**config.mk**
```make
export PLATFORM = sky130hd
export DESIGN_NAME = pcd_decoder
export DESIGN_NICKNAME = d
export VERILOG_FILES = /design/src/hdl/pcd_pkg.sv /design/src/hdl/pcd_glitch_filter.sv /design/src/hdl/pcd_decoder.sv
export SDC_FILE = /design/constraint.sdc
export NUM_CORES = 1
export LEC_CHECK = 0
export BUFFER_PORTS_ARGS = -buffer_cell sky130_fd_sc_hd__buf_4
export CORE_ASPECT_RATIO = 1.25
export CORE_UTILIZATION = 60
export CTS_CLUSTER_DIAMETER = 30
export CTS_CLUSTER_SIZE = 8
export DETAILED_ROUTE_END_ITERATION = 16
export HOLD_SLACK_MARGIN = 0.05
export PLACE_DENSITY = 0.8
export SLEW_MARGIN = 5
export SYNTH_ARGS = -nofsm -noshare
export SYNTH_HDL_FRONTEND = slang
export SYNTH_SLANG_ARGS = --single-unit
```
**constraint.sdc**
```tcl
create_clock -name i_clk -period 6.5 [get_ports i_clk]
set_input_delay 0.975 -clock i_clk [delete_from_list [all_inputs] [get_ports i_clk]]
set_output_delay 0.975 -clock i_clk [all_outputs]
set_load 0.1 [all_outputs]
```
**src/hdl/pcd_pkg.sv**
```systemverilog
package pcd_pkg;
    // Logic clock period
    localparam int PCD_CLK_NS = 100;

    // Register map, byte addresses
    localparam logic [7:0] PCD_ADDR_MODE   = 8'h00;
    localparam logic [7:0] PCD_ADDR_SRC    = 8'h04;
    localparam logic [7:0] PCD_ADDR_FMT    = 8'h08;
    localparam logic [7:0] PCD_ADDR_POS    = 8'h0C;
    localparam logic [7:0] PCD_ADDR_STATUS = 8'h10;

    // Control mode codes
    localparam logic [3:0] PCD_MODE_EXT = 4'h1;
    localparam logic [3:0] PCD_MODE_INT = 4'h5;

    // Source select bit positions
    localparam int PCD_SRC_SLOW = 0;
    localparam int PCD_SRC_FAST = 1;
    localparam int PCD_SRC_INT  = 2;
    localparam int PCD_SRC_CAM  = 3;

    // Format register digit positions
    localparam int PCD_FMT_LSB  = 0;
    localparam int PCD_FILT_LSB = 4;
    localparam int PCD_POL_LSB  = 8;

    // Pulse format codes
    localparam logic [3:0] PCD_FMT_STEP_DIR = 4'h0;
    localparam logic [3:0] PCD_FMT_CW_CCW   = 4'h1;
    localparam logic [3:0] PCD_FMT_QUAD     = 4'h2;

    // Line polarity codes
    localparam logic [3:0] PCD_POL_NN   = 4'h0;
    localparam logic [3:0] PCD_POL_PP   = 4'h1;
    localparam logic [3:0] PCD_POL_NP   = 4'h2;
    localparam logic [3:0] PCD_POL_PN   = 4'h3;
    localparam logic [3:0] PCD_POL_SWAP = 4'h4;

    // Reset values
    localparam logic [3:0]  PCD_MODE_RST = 4'h1;
    localparam logic [3:0]  PCD_SRC_RST  = 4'h1;
    localparam logic [11:0] PCD_FMT_RST  = 12'h100;

    // Highest line rates, kHz
    localparam int PCD_SLOW_DIFF_MAX_KHZ = 500;
    localparam int PCD_SLOW_OC_MAX_KHZ   = 200;
    localparam int PCD_FAST_MAX_KHZ      = 4000;

    // Filter cutoffs, kHz, codes 0 to 6
    localparam int PCD_FILT_CODES = 7;
    localparam int PCD_FILT_KHZ [PCD_FILT_CODES] = '{4000, 2000, 1000, 500, 200, 150, 80};

    // Half the filter time in clock cycles, rounded up
    function automatic logic [7:0] pcd_filt_cycles(input int khz);
        pcd_filt_cycles = 8'((500_000 + khz * PCD_CLK_NS - 1) / (khz * PCD_CLK_NS));
    endfunction : pcd_filt_cycles

    // Decoded command increment towards the gear stage
    typedef struct packed {
        logic              valid;
        logic signed [9:0] inc;
    } pcd_cmd_t;

    // One pulse line and its direction line
    typedef struct packed {
        logic pulse;
        logic dir;
    } pcd_pair_t;
endpackage : pcd_pkg

```
**src/hdl/pcd_glitch_filter.sv**
```systemverilog
`timescale 1ns/1ps
`default_nettype none
module pcd_glitch_filter #(
    parameter int W = 8
) (
    input  wire logic         i_clk,
    input  wire logic         i_resetn,
    input  wire logic         i_line,
    input  wire logic [W-1:0] i_len,
    output var  logic         o_level
);
    logic         sync1_r;
    logic         sync2_r;
    logic [W-1:0] cnt_r;

    // Two-flop synchroniser, first stage read only by the second
    always_ff @(posedge i_clk or negedge i_resetn) begin
        if (!i_resetn) begin
            sync1_r <= 1'b0;
            sync2_r <= 1'b0;
        end else begin
            sync1_r <= i_line;
            sync2_r <= sync1_r;
        end
    end

    // New level taken only once it has persisted i_len cycles
    always_ff @(posedge i_clk or negedge i_resetn) begin
        if (!i_resetn) begin
            cnt_r   <= '0;
            o_level <= 1'b0;
        end else if (sync2_r == o_level) begin
            cnt_r <= '0; // Glitch ended early, discard it [RQ7]
        end else if (cnt_r + W'(1) >= i_len) begin
            cnt_r   <= '0;
            o_level <= sync2_r; // [RQ14]
        end else begin
            cnt_r <= cnt_r + W'(1);
        end
    end
endmodule : pcd_glitch_filter
`default_nettype wire

```
**src/hdl/pcd_decoder.sv**
```systemverilog
// Summary of operation
// RQ1: Mode code 1 runs external pulse path; code 5 runs internal position path.
// RQ2: Four source enables: low-speed, high-speed, internal pulses, cam pulses; 1 on.
// RQ3: Command increment is the sum of increments from all enabled sources.
// RQ4: Low-speed input counts up to 500 kHz differential, 200 kHz open collector.
// RQ5: High-speed differential input counts up to 4 MHz; host stays below.
// RQ6: Filter codes 0 to 6 select 4M, 2M, 1M, 500k, 200k, 150k, 80k cutoff.
// RQ7: Disturbances shorter than half the filter time produce no count or direction.
// RQ8: Format digit selects step plus direction, CW plus CCW, or quadrature.
// RQ9: Quadrature count and direction come from phase of two 90 degree channels.
// RQ10: Polarity codes 0 to 3 set pulse and direction line logic sense.
// RQ11: Polarity code 4 swaps pulse and direction lines before decoding.
// RQ12: Changing line logic inverts decoded direction for the same host command; code inverts it only for the step/dir direction line or one quadrature line.
// RQ13: Increments in command units go to the gear scaling stage.
// RQ14: Filter accepts a synchronised level change only after it persists.
//
// Strobed register access and the placing of the registers were chosen for this implementation.
`timescale 1ns/1ps
`default_nettype none
module pcd_decoder #(
    parameter int FW = 8
) (
    input  wire logic              i_clk,
    input  wire logic              i_resetn,
    input  wire logic [7:0]        i_addr,
    input  wire logic [31:0]       i_wdata,
    input  wire logic              i_wr,
    input  wire logic              i_rd,
    output var  logic [31:0]       o_rdata,
    input  wire logic              i_low_speed_pulse_line,
    input  wire logic              i_low_speed_direction_line,
    input  wire logic              i_fast_pulse_line_pos,
    input  wire logic              i_fast_pulse_line_neg,
    input  wire logic              i_fast_direction_line_pos,
    input  wire logic              i_fast_direction_line_neg,
    input  wire logic signed [7:0] i_int_inc,
    input  wire logic signed [7:0] i_cam_inc,
    output var  pcd_pkg::pcd_cmd_t o_cmd
);
    logic [3:0]         mode_r;
    logic [3:0]         src_r;
    logic [11:0]        fmt_r;
    logic signed [31:0] pos_r;
    logic [FW-1:0]      len_r;
    logic [5:0]         lvl;
    pcd_pkg::pcd_pair_t slow_raw;
    pcd_pkg::pcd_pair_t fast_raw;
    pcd_pkg::pcd_pair_t slow_c;
    pcd_pkg::pcd_pair_t fast_c;
    pcd_pkg::pcd_pair_t slow_p_r;
    pcd_pkg::pcd_pair_t fast_p_r;
    logic [3:0]         fmt_code;
    logic [3:0]         filt_code;
    logic [3:0]         pol_code;
    logic               ext_on;
    logic               int_on;
    logic signed [1:0]  slow_d;
    logic signed [1:0]  fast_d;
    logic signed [9:0]  slow_t;
    logic signed [9:0]  fast_t;
    logic signed [9:0]  int_t;
    logic signed [9:0]  cam_t;
    logic signed [9:0]  sum_nxt;

    assign fmt_code  = fmt_r[pcd_pkg::PCD_FMT_LSB +: 4];
    assign filt_code = fmt_r[pcd_pkg::PCD_FILT_LSB +: 4];
    assign pol_code  = fmt_r[pcd_pkg::PCD_POL_LSB +: 4];

    // Line polarity and swap ahead of the decoder
    function automatic pcd_pkg::pcd_pair_t cond(input pcd_pkg::pcd_pair_t r,
                                                input logic [3:0] pol);
        pcd_pkg::pcd_pair_t c;
        c = r;
        case (pol)
            pcd_pkg::PCD_POL_NN: c = '{pulse: ~r.pulse, dir: ~r.dir};
            pcd_pkg::PCD_POL_NP: c = '{pulse: ~r.pulse, dir: r.dir};
            pcd_pkg::PCD_POL_PN: c = '{pulse: r.pulse, dir: ~r.dir};
            pcd_pkg::PCD_POL_SWAP: c = '{pulse: r.dir, dir: r.pulse};
            default: c = r; // Positive logic, also for unused codes
        endcase
        return c;
    endfunction : cond

    // Step decode from previous and present line levels
    function automatic logic signed [1:0] dec(input pcd_pkg::pcd_pair_t p,
                                              input pcd_pkg::pcd_pair_t c,
                                              input logic [3:0] fmt);
        logic signed [1:0] d;
        d = 2'sd0;
        case (fmt)
            pcd_pkg::PCD_FMT_STEP_DIR: begin
                if (c.pulse && !p.pulse) begin
                    d = c.dir ? 2'sd1 : -2'sd1;
                end
            end
            pcd_pkg::PCD_FMT_CW_CCW: begin
                if (c.pulse && !p.pulse && !(c.dir && !p.dir)) begin
                    d = 2'sd1;
                end else if (c.dir && !p.dir && !(c.pulse && !p.pulse)) begin
                    d = -2'sd1;
                end
            end
            pcd_pkg::PCD_FMT_QUAD: begin
                // Exactly one channel moved; its phase gives the sense
                if ((c.pulse ^ p.pulse) != (c.dir ^ p.dir)) begin
                    d = (p.pulse == c.dir) ? 2'sd1 : -2'sd1;
                end
            end
            default: d = 2'sd0; // Unused format codes never count
        endcase
        return d;
    endfunction : dec

    // Register writes; writing the position register clears it
    always_ff @(posedge i_clk or negedge i_resetn) begin
        if (!i_resetn) begin
            mode_r <= pcd_pkg::PCD_MODE_RST;
            src_r  <= pcd_pkg::PCD_SRC_RST;
            fmt_r  <= pcd_pkg::PCD_FMT_RST;
        end else if (i_wr) begin
            case (i_addr)
                pcd_pkg::PCD_ADDR_MODE: mode_r <= i_wdata[3:0];
                pcd_pkg::PCD_ADDR_SRC:  src_r  <= i_wdata[3:0]; // [RQ2]
                pcd_pkg::PCD_ADDR_FMT:  fmt_r  <= i_wdata[11:0];
                default: ;
            endcase
        end
    end

    // Read data valid only in the cycle after the strobe
    always_ff @(posedge i_clk or negedge i_resetn) begin
        if (!i_resetn) begin
            o_rdata <= 32'h0000_0000;
        end else if (i_rd) begin
            case (i_addr)
                pcd_pkg::PCD_ADDR_MODE:   o_rdata <= {28'h000_0000, mode_r};
                pcd_pkg::PCD_ADDR_SRC:    o_rdata <= {28'h000_0000, src_r};
                pcd_pkg::PCD_ADDR_FMT:    o_rdata <= {20'h0_0000, fmt_r};
                pcd_pkg::PCD_ADDR_POS:    o_rdata <= pos_r;
                pcd_pkg::PCD_ADDR_STATUS: o_rdata <= {24'h00_0000, ext_on, int_on, lvl};
                default:                  o_rdata <= 32'h0000_0000;
            endcase
        end else begin
            o_rdata <= 32'h0000_0000;
        end
    end

    // Filter length from cutoff code; out-of-range codes use the slowest
    always_ff @(posedge i_clk or negedge i_resetn) begin
        if (!i_resetn) begin
            len_r <= FW'(pcd_pkg::pcd_filt_cycles(pcd_pkg::PCD_FILT_KHZ[0]));
        end else begin
            case (filt_code)
                4'h0: len_r <= FW'(pcd_pkg::pcd_filt_cycles(pcd_pkg::PCD_FILT_KHZ[0])); // [RQ6]
                4'h1: len_r <= FW'(pcd_pkg::pcd_filt_cycles(pcd_pkg::PCD_FILT_KHZ[1]));
                4'h2: len_r <= FW'(pcd_pkg::pcd_filt_cycles(pcd_pkg::PCD_FILT_KHZ[2]));
                4'h3: len_r <= FW'(pcd_pkg::pcd_filt_cycles(pcd_pkg::PCD_FILT_KHZ[3]));
                4'h4: len_r <= FW'(pcd_pkg::pcd_filt_cycles(pcd_pkg::PCD_FILT_KHZ[4]));
                4'h5: len_r <= FW'(pcd_pkg::pcd_filt_cycles(pcd_pkg::PCD_FILT_KHZ[5]));
                default: len_r <= FW'(pcd_pkg::pcd_filt_cycles(pcd_pkg::PCD_FILT_KHZ[6]));
            endcase
        end
    end

    // One synchroniser and glitch filter per pin [RQ4] [RQ7]
    pcd_glitch_filter #(.W(FW)) u_f0 (
        .i_clk    (i_clk),
        .i_resetn (i_resetn),
        .i_line   (i_low_speed_pulse_line),
        .i_len    (len_r),
        .o_level  (lvl[0])
    );
    pcd_glitch_filter #(.W(FW)) u_f1 (
        .i_clk    (i_clk),
        .i_resetn (i_resetn),
        .i_line   (i_low_speed_direction_line),
        .i_len    (len_r),
        .o_level  (lvl[1])
    );
    pcd_glitch_filter #(.W(FW)) u_f2 (
        .i_clk    (i_clk),
        .i_resetn (i_resetn),
        .i_line   (i_fast_pulse_line_pos),
        .i_len    (len_r),
        .o_level  (lvl[2])
    );
    pcd_glitch_filter #(.W(FW)) u_f3 (
        .i_clk    (i_clk),
        .i_resetn (i_resetn),
        .i_line   (i_fast_pulse_line_neg),
        .i_len    (len_r),
        .o_level  (lvl[3])
    );
    pcd_glitch_filter #(.W(FW)) u_f4 (
        .i_clk    (i_clk),
        .i_resetn (i_resetn),
        .i_line   (i_fast_direction_line_pos),
        .i_len    (len_r),
        .o_level  (lvl[4])
    );
    pcd_glitch_filter #(.W(FW)) u_f5 (
        .i_clk    (i_clk),
        .i_resetn (i_resetn),
        .i_line   (i_fast_direction_line_neg),
        .i_len    (len_r),
        .o_level  (lvl[5])
    );

    // Differential receive after filtering; equal legs read as low [RQ5]
    assign slow_raw = '{pulse: lvl[0], dir: lvl[1]};
    assign fast_raw = '{pulse: lvl[2] & ~lvl[3], dir: lvl[4] & ~lvl[5]};

    // Polarity and swap; a negated step/dir direction line or one negated quadrature line flips the count direction [RQ10] [RQ11] [RQ12]
    assign slow_c = cond(slow_raw, pol_code);
    assign fast_c = cond(fast_raw, pol_code);

    // Previous conditioned levels for edge and phase detection
    always_ff @(posedge i_clk or negedge i_resetn) begin
        if (!i_resetn) begin
            slow_p_r <= '0;
            fast_p_r <= '0;
        end else begin
            slow_p_r <= slow_c;
            fast_p_r <= fast_c;
        end
    end

    // Format decode [RQ8] [RQ9]
    assign slow_d = dec(slow_p_r, slow_c, fmt_code);
    assign fast_d = dec(fast_p_r, fast_c, fmt_code);

    // Mode gating of the command path [RQ1]
    assign ext_on = (mode_r == pcd_pkg::PCD_MODE_EXT);
    assign int_on = ext_on || (mode_r == pcd_pkg::PCD_MODE_INT);

    // Per-source terms, zero when a source is off [RQ2]
    assign slow_t = (ext_on && src_r[pcd_pkg::PCD_SRC_SLOW]) ? {{8{slow_d[1]}}, slow_d} : '0;
    assign fast_t = (ext_on && src_r[pcd_pkg::PCD_SRC_FAST]) ? {{8{fast_d[1]}}, fast_d} : '0;
    assign int_t  = (int_on && src_r[pcd_pkg::PCD_SRC_INT]) ? {{2{i_int_inc[7]}}, i_int_inc} : '0;
    assign cam_t  = (ext_on && src_r[pcd_pkg::PCD_SRC_CAM]) ? {{2{i_cam_inc[7]}}, i_cam_inc} : '0;

    // Effective command is the sum of all enabled sources [RQ3]
    assign sum_nxt = slow_t + fast_t + int_t + cam_t;

    // Increment handed on, in command units, to the gear stage [RQ13]
    always_ff @(posedge i_clk or negedge i_resetn) begin
        if (!i_resetn) begin
            o_cmd <= '0;
        end else begin
            o_cmd.inc   <= sum_nxt;
            o_cmd.valid <= (sum_nxt != 10'sd0);
        end
    end

    // Command position monitor; a write clears it
    always_ff @(posedge i_clk or negedge i_resetn) begin
        if (!i_resetn) begin
            pos_r <= '0;
        end else if (i_wr && i_addr == pcd_pkg::PCD_ADDR_POS) begin
            pos_r <= '0;
        end else begin
            pos_r <= pos_r + {{22{o_cmd.inc[9]}}, o_cmd.inc};
        end
    end
endmodule : pcd_decoder
`default_nettype wire

```
==> impl_metrics.json <==
{
  "status": "finished clean",
  "path_cells": "inv_1 -> a21boi_0 -> nor3_1 -> o21ai_0 -> a21oi_1 -> ha_1 -> xnor2_1 -> nor2_1 -> nand2_1 -> a21oi_1 -> fa_1 -> inv_1 -> fa_1 -> inv_1 -> ha_1 -> fa_1 -> a211oi_2 -> nor2_1 -> o21a_1 -> nor2_2 -> xnor2_1 -> or4_1 -> or4_1",
  "start_kind": "register",
  "routed_via_density": 5.67,
  "muxShareOfSynthArea_pct": 4.38,
  "worst_pin_slew_ps": 1200,
  "rows": 52,
  "synth_top_family_by_area": "simple AND/OR/NAND/NOR gates",
  "ctsResizeCount": 0,
  "synth_cell_type_count": 56,
  "fin_skew_ps": 7.85,
  "start_util_pct": 61.3,
  "synth_top_area_share_pct": 42.3,
  "drtPass1Iterations": 6,
  "mostFrequentLayoutCells": "dfrtp_1 (167), buf_4 (89), ha_1 (88), nor2_1 (85), nand2_1 (72)",
  "grt_use_total_pct": 26.5,
  "seq_area_frac_synth_pct": 43.3,
  "synth_edf_count": 0,
  "vias": 7419,
  "leakagePower_nw": 5.70,
  "synth_area_mm2": 0.00989,
  "antenna_found_initial": 0,
  "syn_area_per_cell_um2": 10.1,
  "syn2layout_area_growth_pct": 14.7,
  "port_buffers": 88,
  "cts.path.max_buffers": 2,
  "drtAntennaViolNets": 0,
  "synth_ff_type": "dfrtp_1",
  "clkTransAtPathRegs_ps": 70,
  "fmax_ghz": 0.166,
  "vdd_drop_max_v": 0.000173,
  "cts_root_buf": "clkbuf_16",
  "cts_sinks": 171,
  "cpPeakStageDelay_ps": 710,
  "grt_pass1_wl_mm": 34.7,
  "drcViolationCount": 0,
  "die_w_um": 117,
  "final_util_pct": 70.3,
  "synth_xor_area_share_pct": 6.73,
  "drive_above_1_share_pct": 15.2,
  "layout_min_cycle_time_ps": 6020,
  "final_common_cell": "dfrtp_1",
  "async_reset_ff_share_pct": 100,
  "power.density_mw_per_mm2": 240,
  "drt-initial-drc-count": 434,
  "ys_seq_elements": 171,
  "grt_start_max_net_pins": 101,
  "maxCapViolCount": 0,
  "cp_data_required_time_ps": 6800,
  "synth_compound_area_share_pct": 11.9,
  "die_y_um": 146,
  "tns_ps": 0,
  "hp-class": "reg2reg",
  "path_class": "reg2reg",
  "h-tree-depth": 4,
  "synth_simple_gate_area_share_pct": 15.9,
  "synth_top_cells_by_area": "dfrtp_1 (42%), ha_1 (11%), mux2_2 (3.9%), fa_1 (3.6%), xnor2_1 (3.5%)",
  "cp_max_fo": 12,
  "synthAdderAreaFrac_pct": 14.8,
  "setup_viol": 0,
  "antennaDiodeCount": 0,
  "synthCells": 983,
  "yosysTopAreaCell": "dfrtp_1",
  "fin_nets": 1252,
  "cts_tree": "done",
  "endpoint_kind": "register",
  "numCtsBuffers": 17,
  "core_area_mm2": 0.0161,
  "insertion_delay_ps": 430,
  "cp.arrival_ps": 6320,
  "place_hpwl_mm": 15.3,
  "rsz0062_at_grt": "false",
  "cts_setup_buffers": 0,
  "cpMaxStageDelayCell": "a21oi_1",
  "final_hold_viol_count": 0,
  "grt_overflow_total": 0,
  "drt_wl_total_mm": 20.7,
  "min_period_over_period_pct": 92.6,
  "gp_congestion": 0.905,
  "slew_violations": 0,
  "holdBufCountCts": 0,
  "grt_pass1_vias": 7431,
  "post_drt_wl_per_cell_um": 15.9,
  "slew_headroom_pct": 20.3,
  "synth_warnings": 0,
  "dieArea_mm2": 0.0170,
  "io_pins": 109
}
[area by class of cell]
cell class	count	area, um2
Timing Repair Buffer	90	679
Sequential cell	171	4280
Clock buffer	19	453
Inverter	57	214
Clock inverter	12	92.6
Multi-Input combinational cell	743	5350
Tap cell	216	270
Fill cell	1246	4800
[flip-flops by register name (all words and copies together), names as in the netlist, 2 cells and up]
signal	flops
fast_p_r	2
fmt_r	12
len_r	6
mode_r	4
o_cmd	11
o_rdata	32
pos_r	32
slow_p_r	2
src_r	4
u_f0.cnt_r	8
u_f1.cnt_r	8
u_f2.cnt_r	8
u_f3.cnt_r	8
u_f4.cnt_r	8
u_f5.cnt_r	8
[routing by layer]
| metal | global-route usage [%] | vias up | wire length [um] |
|---|---|---|---|
| li1 | - | 3583 | - |
| met1 | 33.0 | 3630 | 8670 |
| met2 | 45.1 | 163 | 10800 |
| met3 | 4.66 | 43 | 668 |
| met4 | 10.6 | 0 | 599 |
| met5 | 0 | - | 0 |
[report_power, final]
group | total, mW | internal, mW | switching, mW
clock | 0.939 | 0.510 | 0.429
combinational | 0.557 | 0.223 | 0.334
sequential | 1.22 | 1.16 | 0.0665
total | 2.72 | 1.89 | 0.829
[cell usage after synthesis (6+ instances only)]
master / n
o21bai_1: 8
a21o_1: 16
inv_1: 57
o211ai_1: 8
a22oi_1: 6
nand3_1: 27
nand2b_1: 15
and3_1: 27
xor2_1: 37
a31oi_1: 11
dfrtp_1: 167
xnor2_1: 39
mux2_2: 34
o21ai_0: 44
nor2b_1: 13
nor3_1: 21
clkbuf_1: 21
ha_1: 88
a21oi_1: 62
nor2_1: 85
fa_1: 18
and2_1: 32
a211oi_1: 9
nand2_1: 72
[cells by family (layout without fill, tap and decap cells)]
kind of cell | Yosys count | count (layout)
fa+ha+maj | 106 | 106
mux | 39 | 39
xor+xnor | 76 | 76
compound gates | 191 | 191
flops | 171 | 171
simple gates | 319 | 319
other cells | 1 | 12
buf+inv | 80 | 178
[critical path, delay by kind of cell (launching register included)]
| family | cells | cell delay, ps |
|---|---|---|
| AO/OA/AOI/OAI | 6 | 1630 |
| flip-flops | 1 | 510 |
| adder cells (fa/ha/maj) | 5 | 1800 |
| AND/OR/NAND/NOR | 7 | 1530 |
| XOR/XNOR | 2 | 210 |
| buffers and inverters | 3 | 210 |
[metrics by stage]
step | hold slack, ps | power (mW) | instances | cell area (um2) | setup WS [ps]
2_1_floorplan | 331 | 1.63 | 994 | 9930 | 987
3_3_place_gp | 334 | 1.78 | 1277 | 10800 | 652
5_1_grt | 357 | 2.87 | 1308 | 11300 | 23.4
3_5_place_dp | 336 | 1.79 | 1277 | 10800 | 458
4_1_cts | 347 | 2.73 | 1308 | 11300 | 477
6_report | 345 | 2.72 | 1308 | 11300 | 482
[worst paths after layout]
| check | depth (start not counted) | slack (ps) | endpoint | start |
|---|---|---|---|---|
| min in group asynchronous | 1 | 630 | u_f2.cnt_r[6]$_DFF_PN0_ | i_resetn |
| worst max register to register | 23 | 480 | o_cmd[10]$_DFF_PN0_ | fmt_r[10]$_DFFE_PN0P_ |
| worst max-delay path | 23 | 480 | o_cmd[10]$_DFF_PN0_ | fmt_r[10]$_DFFE_PN0P_ |
| max in group asynchronous | 2 | 4440 | fmt_r[1]$_DFFE_PN0P_ | i_resetn |
| worst min register to register | 0 | 350 | u_f3.sync2_r$_DFF_PN0_ | u_f3.sync1_r$_DFF_PN0_ |
| worst min-delay path | 0 | 350 | u_f3.sync2_r$_DFF_PN0_ | u_f3.sync1_r$_DFF_PN0_ |
Note: power is estimated with default switching activity, not from simulation.
